<file path="src/design/bsq_pkg.sv">
// Purpose: Shared types and constants of the bus cycle sequencer.
// Assumes: One 10 MHz clock; the bus clock runs at half that rate.
// Notes:   The shared numbers of the logic are named here once; SYNC_W is local to bsq_top.
package bsq_pkg;

  // Bus states; ST_TI is a one-state internal cycle of two clocks, ST_TX a release state
  typedef enum logic [2:0] {
    ST_T1  = 3'h0,
    ST_T2  = 3'h1,
    ST_TW  = 3'h2,
    ST_T3  = 3'h3,
    ST_TI  = 3'h4,
    ST_TX  = 3'h5,
    ST_RST = 3'h6
  } bsq_state_t;

  // Kinds of machine cycle that the core may ask for
  typedef enum logic [2:0] {
    K_FETCH = 3'h0,
    K_MRD   = 3'h1,
    K_MWR   = 3'h2,
    K_IORD  = 3'h3,
    K_IOWR  = 3'h4,
    K_INTOP = 3'h5
  } bsq_kind_t;

  // Clock
  localparam int SYS_CLK_HZ = 10_000_000;

  // Register offsets on the register port
  localparam logic [3:0] REG_WAIT_CTL = 4'h0;
  localparam logic [3:0] REG_STATUS   = 4'h1;

  // Wait control layout and reset value (both wait fields all ones)
  localparam int         IO_FLD_LO    = 4;
  localparam int         MEM_FLD_LO   = 6;
  localparam logic [7:0] WAIT_CTL_RST = 8'hf0;
  localparam logic [1:0] WAIT_FLD_MAX = 2'h3;

  // Wait generator
  localparam logic [2:0] IO_WAIT_BASE = 3'h1;
  localparam logic [2:0] WAIT_NONE    = 3'h0;

  // Reset pin must stay low this many bus clocks
  localparam logic [2:0] RESET_MIN_CLK = 3'h6;

  // Address constants
  localparam logic [3:0]  IO_HI_ZERO   = 4'h0;
  localparam logic [19:0] RESTART_ADDR = 20'h00000;

  // Status register padding above the used bits
  localparam logic [1:0] STATUS_PAD = 2'h0;

  // True for cycles that use the I/O request strobe
  function automatic logic is_io(input bsq_kind_t k);
    return (k == K_IORD) || (k == K_IOWR);
  endfunction

  // True for cycles that drive write data
  function automatic logic is_wr(input bsq_kind_t k);
    return (k == K_MWR) || (k == K_IOWR);
  endfunction

endpackage

</file>
<file path="src/design/bsq_wait_gen.sv">
// Purpose: Programmable wait state counter of the bus cycle sequencer.
// Assumes: Loaded once per external cycle, decremented per inserted wait.
// Notes:   Pending stays high until the programmed waits are used up.
`timescale 1ns/1ps
module bsq_wait_gen (
  // Clock and reset
  input  wire logic              clk,
  input  wire logic              rst,
  // Control
  input  wire logic              load,
  input  wire bsq_pkg::bsq_kind_t kind,
  input  wire logic              io_internal,
  input  wire logic [1:0]        io_field,
  input  wire logic [1:0]        mem_field,
  input  wire logic              dec,
  // Result
  output logic                   pending
);

  logic [2:0] cnt_q;
  logic [2:0] cnt_d;
  logic [2:0] load_val;
  logic       is_mem;

  // Memory cycles take the field as is, external I/O one more
  assign is_mem   = (kind == bsq_pkg::K_FETCH) || (kind == bsq_pkg::K_MRD) ||
                    (kind == bsq_pkg::K_MWR);
  assign load_val = bsq_pkg::is_io(kind) && !io_internal ?
                    {1'b0, io_field} + bsq_pkg::IO_WAIT_BASE :
                    is_mem ? {1'b0, mem_field} :
                    bsq_pkg::WAIT_NONE;
  assign cnt_d    = load ? load_val :
                    (dec && pending) ? cnt_q - 3'h1 : cnt_q;
  assign pending  = cnt_q != bsq_pkg::WAIT_NONE;

  // Counter register
  always_ff @(posedge clk or posedge rst) begin
    if (rst) begin
      cnt_q <= bsq_pkg::WAIT_NONE;
    end else begin
      cnt_q <= cnt_d;
    end
  end

endmodule

</file>
<file path="src/design/bsq_top.sv">
// Purpose: Bus state sequencer: T1/T2/TW/T3 machine cycles, waits, reset
//          restart and hand-over of the bus to an alternate master.
// Assumes: SYS_CLK runs at the crystal rate; a half-rate enable forms the
//          bus clock, so each bus state spans two SYS_CLK cycles.
// Notes:   Pin inputs pass two flip-flops, so external edges are seen late.
// Summary of operation
// - Memory/IO cycles T1-T3; internal cycles one T
// - Bus clock is oscillator divided by two
// - Wait states sit between T2 and T3
// - Opcode fetch strobe low during fetch cycles
// - Fetch drives translated address in T1
// - Fetch asserts memory request, read in T1
// - Fetch latches data entering T3, ends T3
// - Sample wait at falling edge, repeat waits
// - Address and strobes held during wait states
// - Data reads: no fetch strobe, late latch
// - Write strobe and data timing per cycle
// - IO: io request, 16-bit address, upper zero
// - External IO always gets one wait
// - Reset low six clocks restarts at zero
// - Bus request low, grant low after release
// - Release only at machine cycle boundary
// - Released bus floats address, data, strobes
// - No refresh while bus is released
// - Bus request sampled before T3, T1, TX
// - Wait is OR of pin and generator
// - Refresh suspended during wait states
// - Wait control fields: IO 5:4, memory 7:6
// - Memory waits equal the field value
// - External IO waits are field plus one
// - Waits are maximum of pin and generator
// - Reset sets fields to ones, aborts waits
//
// The register addresses and the plain strobed port were chosen for this implementation.
`timescale 1ns/1ps
module bsq_top (
  // Clock and reset
  input  wire logic               SYS_CLK,
  input  wire logic               RST,
  // Bus clock out
  output logic                    BUS_CLK,
  // Register port
  input  wire logic [3:0]         REG_ADDR,
  input  wire logic [7:0]         REG_WDATA,
  input  wire logic               REG_WR,
  input  wire logic               REG_RD,
  output logic [7:0]              REG_RDATA,
  // Cycle requests from the core
  input  wire logic               REQ_VALID,
  input  wire bsq_pkg::bsq_kind_t REQ_KIND,
  input  wire logic [19:0]        REQ_ADDR,
  input  wire logic [7:0]         REQ_WDATA,
  input  wire logic               REQ_IO_INTERNAL,
  output logic                    REQ_READY,
  output logic                    RSP_VALID,
  output logic [7:0]              RSP_DATA,
  output logic                    RESTART,
  // Address and data pins
  output logic [19:0]             ADDR_OUT,
  output logic                    ADDR_OE,
  input  wire logic [7:0]         DATA_IN,
  output logic [7:0]              DATA_OUT,
  output logic                    DATA_OE,
  // Control pins
  output logic                    MEMORY_REQUEST_N,
  output logic                    IO_REQUEST_N,
  output logic                    READ_STROBE_N,
  output logic                    WRITE_STROBE_N,
  output logic                    CTL_OE,
  output logic                    OPCODE_FETCH_STROBE_N,
  input  wire logic               WAIT_N,
  input  wire logic               RESET_N,
  // Bus exchange and refresh
  input  wire logic               BUS_REQUEST_N,
  output logic                    BUS_GRANT_N,
  output logic                    REFRESH_HOLD
);

  // Synchroniser layout: data, wait, reset, bus request
  localparam int SYNC_W = 11;

  logic [SYNC_W-1:0]   sync1_q;
  logic [SYNC_W-1:0]   sync2_q;
  logic [7:0]          data_s;
  logic                wait_s;
  logic                reset_s;
  logic                breq_s;

  logic                ph_q;
  logic                tick;
  logic                bclk_q;

  bsq_pkg::bsq_state_t st_q;
  bsq_pkg::bsq_state_t st_n;
  bsq_pkg::bsq_kind_t  kind_q;
  bsq_pkg::bsq_kind_t  kind_n;
  logic [19:0]         addr_q;
  logic [19:0]         addr_n;
  logic [7:0]          wdata_q;
  logic [7:0]          wdata_n;
  logic                io_int_q;
  logic                io_int_n;

  logic [2:0]          rst_cnt_q;
  logic                pin_rst;
  logic                rst_exit;
  logic                bnd;
  logic                accept;
  logic                wait_smp_q;
  logic                breq_smp_q;
  logic                wait_comb;
  logic                gen_pend;
  logic                gen_dec;
  logic [7:0]          wait_ctl_q;
  logic [7:0]          reg_rdata_q;

  logic                ph_n;
  logic                act;
  logic                late;
  logic                strb;
  logic                mem_kind;
  logic                rd_kind;
  logic                capture;
  logic [7:0]          rsp_data_q;
  logic                rsp_valid_q;
  logic                restart_q;
  logic [19:0]         addr_out_q;
  logic                addr_oe_q;
  logic [7:0]          data_out_q;
  logic                data_oe_q;
  logic                memory_request_n_n_q;
  logic                io_request_n_n_q;
  logic                rd_n_q;
  logic                wr_n_q;
  logic                ctl_oe_q;
  logic                m1_n_q;
  logic                grant_n_q;
  logic                refr_hold_q;

  // Two-stage synchroniser for every pin input
  always_ff @(posedge SYS_CLK or posedge RST) begin
    if (RST) begin
      sync1_q <= {SYNC_W{1'b1}};
      sync2_q <= {SYNC_W{1'b1}};
    end else begin
      sync1_q <= {DATA_IN, WAIT_N, RESET_N, BUS_REQUEST_N};
      sync2_q <= sync1_q;
    end
  end

  assign data_s  = sync2_q[SYNC_W-1:3];
  assign wait_s  = sync2_q[2];
  assign reset_s = sync2_q[1];
  assign breq_s  = sync2_q[0];

  // Half-rate phase: 0 is the high half of a bus clock, 1 the low half
  always_ff @(posedge SYS_CLK or posedge RST) begin
    if (RST) begin
      ph_q   <= 1'b0;
      bclk_q <= 1'b1;
    end else begin
      ph_q   <= ~ph_q;
      bclk_q <= ph_q;
    end
  end

  // A state ends at the end of its low half
  assign tick = ph_q;
  assign ph_n = ~ph_q;

  // Reset pin qualifier counted in bus clocks
  always_ff @(posedge SYS_CLK or posedge RST) begin
    if (RST) begin
      rst_cnt_q <= 3'h0;
    end else if (reset_s) begin
      rst_cnt_q <= 3'h0;
    end else if (tick && !pin_rst) begin
      rst_cnt_q <= rst_cnt_q + 3'h1;
    end
  end

  assign pin_rst  = rst_cnt_q == bsq_pkg::RESET_MIN_CLK;
  assign rst_exit = tick && (st_q == bsq_pkg::ST_RST) && !pin_rst;

  // Falling-edge samples of combined wait and bus request
  assign wait_comb = (!wait_s && !pin_rst) || gen_pend;
  always_ff @(posedge SYS_CLK or posedge RST) begin
    if (RST) begin
      wait_smp_q <= 1'b0;
      breq_smp_q <= 1'b0;
    end else if (!ph_q) begin
      wait_smp_q <= wait_comb;
      breq_smp_q <= !breq_s;
    end
  end

  // Boundaries: end of T3, of an internal cycle, or of a release state
  assign bnd = (st_q == bsq_pkg::ST_T3) || (st_q == bsq_pkg::ST_TI) ||
               (st_q == bsq_pkg::ST_TX);
  assign REQ_READY = tick && bnd && !breq_smp_q && !pin_rst;
  assign accept    = REQ_READY && REQ_VALID;

  // Next state
  always_comb begin
    st_n = st_q;
    if (pin_rst) begin
      st_n = bsq_pkg::ST_RST;
    end else if (tick) begin
      case (st_q)
        bsq_pkg::ST_T1: begin
          st_n = bsq_pkg::ST_T2;
        end
        bsq_pkg::ST_T2, bsq_pkg::ST_TW: begin
          st_n = wait_smp_q ? bsq_pkg::ST_TW : bsq_pkg::ST_T3;
        end
        bsq_pkg::ST_T3, bsq_pkg::ST_TI, bsq_pkg::ST_TX: begin
          if (breq_smp_q) begin
            st_n = bsq_pkg::ST_TX;
          end else if (REQ_VALID && REQ_KIND != bsq_pkg::K_INTOP) begin
            st_n = bsq_pkg::ST_T1;
          end else begin
            st_n = bsq_pkg::ST_TI;
          end
        end
        bsq_pkg::ST_RST: begin
          st_n = bsq_pkg::ST_T1;
        end
        default: begin
          st_n = bsq_pkg::ST_TI;
        end
      endcase
    end
  end

  // Cycle parameters taken at acceptance; restart fetches from zero
  assign kind_n   = rst_exit ? bsq_pkg::K_FETCH : accept ? REQ_KIND : kind_q;
  assign addr_n   = rst_exit ? bsq_pkg::RESTART_ADDR :
                    !accept ? addr_q :
                    bsq_pkg::is_io(REQ_KIND) ?
                    {bsq_pkg::IO_HI_ZERO, REQ_ADDR[15:0]} : REQ_ADDR;
  assign wdata_n  = accept ? REQ_WDATA : wdata_q;
  assign io_int_n = rst_exit ? 1'b0 : accept ? REQ_IO_INTERNAL : io_int_q;

  // State and cycle registers
  always_ff @(posedge SYS_CLK or posedge RST) begin
    if (RST) begin
      st_q     <= bsq_pkg::ST_RST;
      kind_q   <= bsq_pkg::K_INTOP;
      addr_q   <= bsq_pkg::RESTART_ADDR;
      wdata_q  <= 8'h00;
      io_int_q <= 1'b0;
    end else begin
      st_q     <= st_n;
      kind_q   <= kind_n;
      addr_q   <= addr_n;
      wdata_q  <= wdata_n;
      io_int_q <= io_int_n;
    end
  end

  // Wait generator, loaded when a cycle starts
  assign gen_dec = tick && wait_smp_q &&
                   ((st_q == bsq_pkg::ST_T2) || (st_q == bsq_pkg::ST_TW));
  bsq_wait_gen u_wait_gen (
    .clk         (SYS_CLK),
    .rst         (RST),
    .load        (accept || rst_exit || pin_rst),
    .kind        (kind_n),
    .io_internal (io_int_n),
    .io_field    (wait_ctl_q[bsq_pkg::IO_FLD_LO +: 2]),
    .mem_field   (wait_ctl_q[bsq_pkg::MEM_FLD_LO +: 2]),
    .dec         (gen_dec),
    .pending     (gen_pend)
  );

  // Wait control register; pin reset forces both fields to ones
  always_ff @(posedge SYS_CLK or posedge RST) begin
    if (RST) begin
      wait_ctl_q <= bsq_pkg::WAIT_CTL_RST;
    end else if (pin_rst) begin
      wait_ctl_q <= bsq_pkg::WAIT_CTL_RST;
    end else if (REG_WR && REG_ADDR == bsq_pkg::REG_WAIT_CTL) begin
      wait_ctl_q <= REG_WDATA;
    end
  end

  // Read data stand only in the cycle after the strobe
  always_ff @(posedge SYS_CLK or posedge RST) begin
    if (RST) begin
      reg_rdata_q <= 8'h00;
    end else if (!REG_RD) begin
      reg_rdata_q <= 8'h00;
    end else begin
      case (REG_ADDR)
        bsq_pkg::REG_WAIT_CTL: reg_rdata_q <= wait_ctl_q;
        bsq_pkg::REG_STATUS: begin
          reg_rdata_q <= {bsq_pkg::STATUS_PAD, gen_pend, pin_rst,
                          st_q == bsq_pkg::ST_TX, st_q};
        end
        default: reg_rdata_q <= 8'h00;
      endcase
    end
  end

  // Pin levels follow the state being entered, so they leave flops aligned
  assign act      = (st_n == bsq_pkg::ST_T1) || (st_n == bsq_pkg::ST_T2) ||
                    (st_n == bsq_pkg::ST_TW) || (st_n == bsq_pkg::ST_T3);
  assign late     = (st_n == bsq_pkg::ST_T2) || (st_n == bsq_pkg::ST_TW) ||
                    (st_n == bsq_pkg::ST_T3 && !ph_n);
  assign mem_kind = (kind_n == bsq_pkg::K_FETCH) || (kind_n == bsq_pkg::K_MRD) ||
                    (kind_n == bsq_pkg::K_MWR);
  assign rd_kind  = act && !bsq_pkg::is_wr(kind_n);
  // Strobes start in the low half of T1; writes drop them early in T3
  assign strb     = (st_n == bsq_pkg::ST_T1 && ph_n) || late ||
                    (st_n == bsq_pkg::ST_T3 && !bsq_pkg::is_wr(kind_n));

  // Fetch latches entering T3, other reads at the T3 falling edge
  assign capture  = ((kind_q == bsq_pkg::K_FETCH) && st_q != bsq_pkg::ST_T3 &&
                     st_n == bsq_pkg::ST_T3) ||
                    (rd_kind && kind_q != bsq_pkg::K_FETCH &&
                     st_q == bsq_pkg::ST_T3 && !ph_q);

  // Pin and answer registers
  always_ff @(posedge SYS_CLK or posedge RST) begin
    if (RST) begin
      addr_out_q  <= bsq_pkg::RESTART_ADDR;
      addr_oe_q   <= 1'b0;
      data_out_q  <= 8'h00;
      data_oe_q   <= 1'b0;
      memory_request_n_n_q    <= 1'b1;
      io_request_n_n_q    <= 1'b1;
      rd_n_q      <= 1'b1;
      wr_n_q      <= 1'b1;
      ctl_oe_q    <= 1'b0;
      m1_n_q      <= 1'b1;
      grant_n_q   <= 1'b1;
      refr_hold_q <= 1'b0;
    end else begin
      addr_out_q  <= addr_n;
      addr_oe_q   <= st_n != bsq_pkg::ST_TX;
      data_out_q  <= wdata_n;
      data_oe_q   <= bsq_pkg::is_wr(kind_n) && act && late;
      memory_request_n_n_q    <= !(strb && act && mem_kind);
      io_request_n_n_q    <= !(strb && act && bsq_pkg::is_io(kind_n));
      rd_n_q      <= !(strb && rd_kind);
      wr_n_q      <= !(late && act && bsq_pkg::is_wr(kind_n));
      ctl_oe_q    <= st_n != bsq_pkg::ST_TX;
      m1_n_q      <= !(act && kind_n == bsq_pkg::K_FETCH);
      grant_n_q   <= st_n != bsq_pkg::ST_TX;
      // Refresh logic elsewhere must not run while waiting or released
      refr_hold_q <= st_n == bsq_pkg::ST_TW || st_n == bsq_pkg::ST_TX;
    end
  end

  // Answer to the core, pulsed as the cycle leaves T3
  always_ff @(posedge SYS_CLK or posedge RST) begin
    if (RST) begin
      rsp_data_q  <= 8'h00;
      rsp_valid_q <= 1'b0;
      restart_q   <= 1'b0;
    end else begin
      if (capture) begin
        rsp_data_q <= data_s;
      end
      rsp_valid_q <= tick && st_q == bsq_pkg::ST_T3 && !pin_rst;
      restart_q   <= rst_exit;
    end
  end

  // Port drivers
  assign BUS_CLK               = bclk_q;
  assign REG_RDATA             = reg_rdata_q;
  assign RSP_VALID             = rsp_valid_q;
  assign RSP_DATA              = rsp_data_q;
  assign RESTART               = restart_q;
  assign ADDR_OUT              = addr_out_q;
  assign ADDR_OE               = addr_oe_q;
  assign DATA_OUT              = data_out_q;
  assign DATA_OE               = data_oe_q;
  assign MEMORY_REQUEST_N      = memory_request_n_n_q;
  assign IO_REQUEST_N          = io_request_n_n_q;
  assign READ_STROBE_N         = rd_n_q;
  assign WRITE_STROBE_N        = wr_n_q;
  assign CTL_OE                = ctl_oe_q;
  assign OPCODE_FETCH_STROBE_N = m1_n_q;
  assign BUS_GRANT_N           = grant_n_q;
  assign REFRESH_HOLD          = refr_hold_q;
endmodule

</file>
<file path="config.mk">
export PLATFORM = sky130hd
export DESIGN_NAME = bsq_top
export DESIGN_NICKNAME = d
export VERILOG_FILES = /design/src/design/bsq_pkg.sv /design/src/design/bsq_wait_gen.sv /design/src/design/bsq_top.sv
export SDC_FILE = /design/constraint.sdc
export NUM_CORES = 1
export LEC_CHECK = 0
export BUFFER_PORTS_ARGS = -buffer_cell sky130_fd_sc_hd__buf_2
export CELL_PAD_IN_SITES_DETAIL_PLACEMENT = 1
export CELL_PAD_IN_SITES_GLOBAL_PLACEMENT = 2
export CORE_ASPECT_RATIO = 1.2
export CORE_MARGIN = 2
export CORE_UTILIZATION = 30
export CTS_CLUSTER_SIZE = 12
export DETAILED_ROUTE_END_ITERATION = 10
export GPL_ROUTABILITY_DRIVEN = 0
export PLACE_DENSITY_LB_ADDON = 0.1
export SYNTH_ARGS = -nofsm -noshare
export SYNTH_HDL_FRONTEND = slang
export SYNTH_SLANG_ARGS = --single-unit
</file>
<file path="constraint.sdc">
create_clock -name SYS_CLK -period 2.8 [get_ports SYS_CLK]
set_input_delay 0.42 -clock SYS_CLK [delete_from_list [all_inputs] [get_ports SYS_CLK]]
set_output_delay 0.42 -clock SYS_CLK [all_outputs]
set_load 0.02 [all_outputs]
</file>
==> flow_metrics.py <==
metrics = {
    "pwr": {
        "internal_power_w": 0.00344,
        "comb_power_share_pct": 37.0,
        "netSwitchingPower_w": 0.00207,
        "vdd.ir_drop.worst_mv": 0.455,
        "power.sequential.fraction_pct": 40.3,
        "cellPowerDensity_mw_per_mm2": 1010,
        "leakagePower_nw": 2.76,
        "p_clk_share_pct": 22.7,
        "netSwitchingFraction_pct": 37.6,
    },
    "critical_path": {
        "critPathMaxStageDelay_ns": 0.68,
        "setup.worst_path.start": "st_q[1]",
        "worst-endpoint-arrival_ns": 2.74,
        "crit-reg2reg-capture": "OPCODE_FETCH_STROBE_N",
        "r2r_cells": 5,
        "register_to_register_setup_slack_ns": 0.32,
        "critical_path_class": "reg -> reg",
        "start_kind": "flip-flop",
        "required_worst_endpoint_ns": 3.06,
        "timing.critical_path.cells": "nand2b_1, a211o_1, mux2i_4, inv_2, or4_1",
        "slowest_stage_cell_crit_path": "sky130_fd_sc_hd__dfstp_2",
        "worst_r2r_startpoint": "st_q[1]",
        "worst-path-buf-inv": 1,
        "path_depth": 5,
        "cpLargestDelayFamily": "simple AND/OR/NAND/NOR gates",
        "worstPathMaxFanout": 15,
        "end_kind": "flip-flop",
    },
    "logic_synthesis": {
        "syn_area_mm2": 0.00434,
        "synth.most_common_cell": "sky130_fd_sc_hd__nand2_1",
        "synth.area.top_cells": "sky130_fd_sc_hd__dfrtp_1 38%, sky130_fd_sc_hd__dfstp_2 22%, sky130_fd_sc_hd__nand2_1 6.3%, sky130_fd_sc_hd__mux2i_1 3.0%, sky130_fd_sc_hd__mux2_4 2.8%",
        "yosys_warnings": 0,
        "synthDominantAreaCellType": "sky130_fd_sc_hd__dfrtp_1",
        "number_of_enable_flip_flop_cells_after_synthesis": 0,
        "synth_sequential_area_ratio_pct": 59.9,
        "ys_seq_elements": 102,
        "async_flop_share_pct": 100,
        "synth_cell_type_count": 61,
        "cells_after_synthesis": 378,
        "netlist.area_leader.share_pct": 37.5,
        "synth_top_cells_by_count": "73 x sky130_fd_sc_hd__nand2_1, 65 x sky130_fd_sc_hd__dfrtp_1, 37 x sky130_fd_sc_hd__dfstp_2",
        "synth_nets": 443,
        "synth-main-ff-cell": "sky130_fd_sc_hd__dfrtp_1",
        "synthesis.area_per_instance_um2": 11.5,
    },
    "cts": {
        "clk_transition_reported_paths_ns": 0.07,
        "source_to_sink_clock_delay_at_the_later_pin_of_the_worst_skew_pair_ns": 0.35,
        "cts_setup_buffers": 0,
        "cts_tree": "yes",
        "ctsResizeCount": 0,
        "ctsHoldBuffers": 0,
        "clock_sinks": 102,
        "clk_path_buf_depth": 2,
        "clock_tree.root_cell": "sky130_fd_sc_hd__clkbuf_16",
        "h-tree-depth": 3,
        "cts_made_buffers": 9,
    },
    "layout": {
        "synthToLayoutAreaGrowth_pct": 25.5,
        "final_nets": 565,
        "final_layout_size_suffix_gt1_share_pct": 40.0,
        "layout.cells.non_filler": 680,
        "antennaDiodeCount": 0,
        "final.fill_count": 1618,
    },
    "sta": {
        "period_minus_slack_ns": 2.48,
        "max_freq_ghz": 0.404,
        "slew_headroom_pct": 43.8,
        "final-hold-violation-count": 0,
        "timing.clock.skew_ns": 0.00938,
        "report.final.slew_viol_count": 0,
        "rsz0062_at_grt": "false",
        "slew_at_the_pin_closest_to_its_max_slew_limit_ns": 0.822,
        "setup_total_negative_slack_ns": 0,
        "finalSetupViolCount": 0,
        "post_route_clock_period_utilization_pct": 88.4,
    },
    "global_routing": {
        "first_global_vias": 3510,
        "antenna_found_initial": 0,
        "grt_max_degree": 58,
        "grt_util_all_layers_pct": 15.3,
        "sum_of_overflow_across_all_layers_after_global_routing": 0,
        "grt_first_pass_wirelength_mm": 18.2,
    },
    "floorplan": {
        "die_width_um": 114,
        "io_pins": 118,
        "placeableCoreArea_mm2": 0.0142,
        "fp-row-count": 48,
        "full_die_area_mm2": 0.0154,
        "die_height_um": 136,
        "initial_utilization_pct": 30.5,
    },
    "detailed_routing": {
        "vias": 3231,
        "wl_per_cell_um": 16.3,
        "post_drt_via_cell_ratio": 4.75,
        "drt_drc_violations_left": 0,
        "drtIter0Drc": 104,
        "detail-route-antenna-nets": 0,
        "drt-total-wl_mm": 11.1,
        "drt_pre_antenna_iters": 5,
    },
    "job": {
        "max_cap_viol_count": 0,
    },
    "placement": {
        "numPortBuffers": 117,
        "dpl.hpwl_mm": 8.05,
        "dp.cells": 664,
    },
    "min_path": {
        "hold_path_class": "in -> async",
    },
    "outcome": {
        "status": "completed",
    },
}
[cell families (layout without fill, tap and decap cells)]
group,count (synthesis),count (layout),share of synthesized area [%]
compound gates,57,57,10.8
xor+xnor,4,4,0.808
fa+ha+maj,5,5,1.44
buf+inv,34,161,3.78
flops,102,102,59.9
mux,23,23,6.55
simple gates,153,153,16.7
[registers in the layout, indices dropped and copies added (netlist names), 3 cells and up]
name and count:
rst_cnt_q 3, RSP_DATA 8, REG_RDATA 8, ADDR_OUT 20
u_wait_gen.cnt_q 3, wait_ctl_q 8, sync2_q 11, sync1_q 11
DATA_OUT 8, st_q 3, kind_q 3
[worst register-to-register path: cells and delay by family, from the launching register on]
family	cells	cell delay, ns
AND/OR/NAND/NOR	2	0.87
AO/OA/AOI/OAI	1	0.43
flip-flops	1	0.68
multiplexers	1	0.34
buffers and inverters	1	0.08
[cell usage in the layout, fill, tap and decap left out, types with 3 or more instances in the layout]
cell	netlist	final
sky130_fd_sc_hd__o211ai_1	4	4
sky130_fd_sc_hd__clkbuf_16	0	9
sky130_fd_sc_hd__dfstp_2	37	37
sky130_fd_sc_hd__buf_2	5	117
sky130_fd_sc_hd__nand4_1	3	3
sky130_fd_sc_hd__a22o_1	9	9
sky130_fd_sc_hd__o21ai_0	3	3
sky130_fd_sc_hd__a21oi_1	6	6
sky130_fd_sc_hd__mux2_4	8	8
sky130_fd_sc_hd__xnor2_1	4	4
sky130_fd_sc_hd__a2111oi_0	3	3
sky130_fd_sc_hd__ha_1	5	5
sky130_fd_sc_hd__a31oi_1	4	4
sky130_fd_sc_hd__dfrtp_1	65	65
sky130_fd_sc_hd__nor2_1	17	17
sky130_fd_sc_hd__nand2b_1	9	9
sky130_fd_sc_hd__mux2i_1	13	13
sky130_fd_sc_hd__nor2b_1	5	5
sky130_fd_sc_hd__inv_1	14	13
sky130_fd_sc_hd__buf_4	2	11
sky130_fd_sc_hd__nor3_1	5	5
sky130_fd_sc_hd__and2_1	3	3
sky130_fd_sc_hd__and3_1	4	4
sky130_fd_sc_hd__nand2_1	73	73
sky130_fd_sc_hd__a211oi_1	4	4
sky130_fd_sc_hd__nand3_1	23	23
[routing by layer]
layer,track usage (%),wire (um)
met1,18.8,4810
met2,25.4,5430
met3,4.70,707
met4,5.69,167
met5,0,0
[metrics by stage]
stage	cell area, um2	worst slack (ns)	total power (W)	hold slack [ns]	utilization (%)
after floorplan	4340	0.422	0.00362	0.345	-
after global placement	5140	0.408	0.00428	0.345	36.1
after detailed placement	5140	0.336	0.00432	0.347	36.1
after CTS	5440	0.316	0.00563	0.0446	38.2
after global routing	5440	0.107	0.00592	0.0540	38.2
final	5440	0.325	0.00551	0.0477	38.2
[final cells by class]
class	count	area, um2	area share, %
Sequential cell	102	2600	47.8
Clock inverter	7	73.8	1.36
Clock buffer	9	225	4.14
Timing Repair Buffer	129	688	12.6
Tap cell	175	219	4.02
Inverter	16	63.8	1.17
Multi-Input combinational cell	242	1570	28.9
[how the worst max path moves through the flow]
| stage | endpoint | slack (ns) |
|---|---|---|
| 2_1_floorplan | RSP_DATA[0] | 0.42 |
| 3_3_place_gp | OPCODE_FETCH_STROBE_N | 0.41 |
| 3_5_place_dp | OPCODE_FETCH_STROBE_N | 0.34 |
| 4_1_cts | OPCODE_FETCH_STROBE_N | 0.32 |
| 5_1_grt | OPCODE_FETCH_STROBE_N | 0.11 |
| 6_report | OPCODE_FETCH_STROBE_N | 0.32 |
[power by group through the flow]
stage               Combinational [W]  Clock, W  Sequential (W)
floorplan                     0.00114         0         0.00248
global placement              0.00204         0         0.00223
detailed placement            0.00208         0         0.00224
CTS                           0.00208   0.00132         0.00223
global route                  0.00227   0.00137         0.00229
finish                        0.00204   0.00125         0.00222
(Power assumes the default switching activity.)
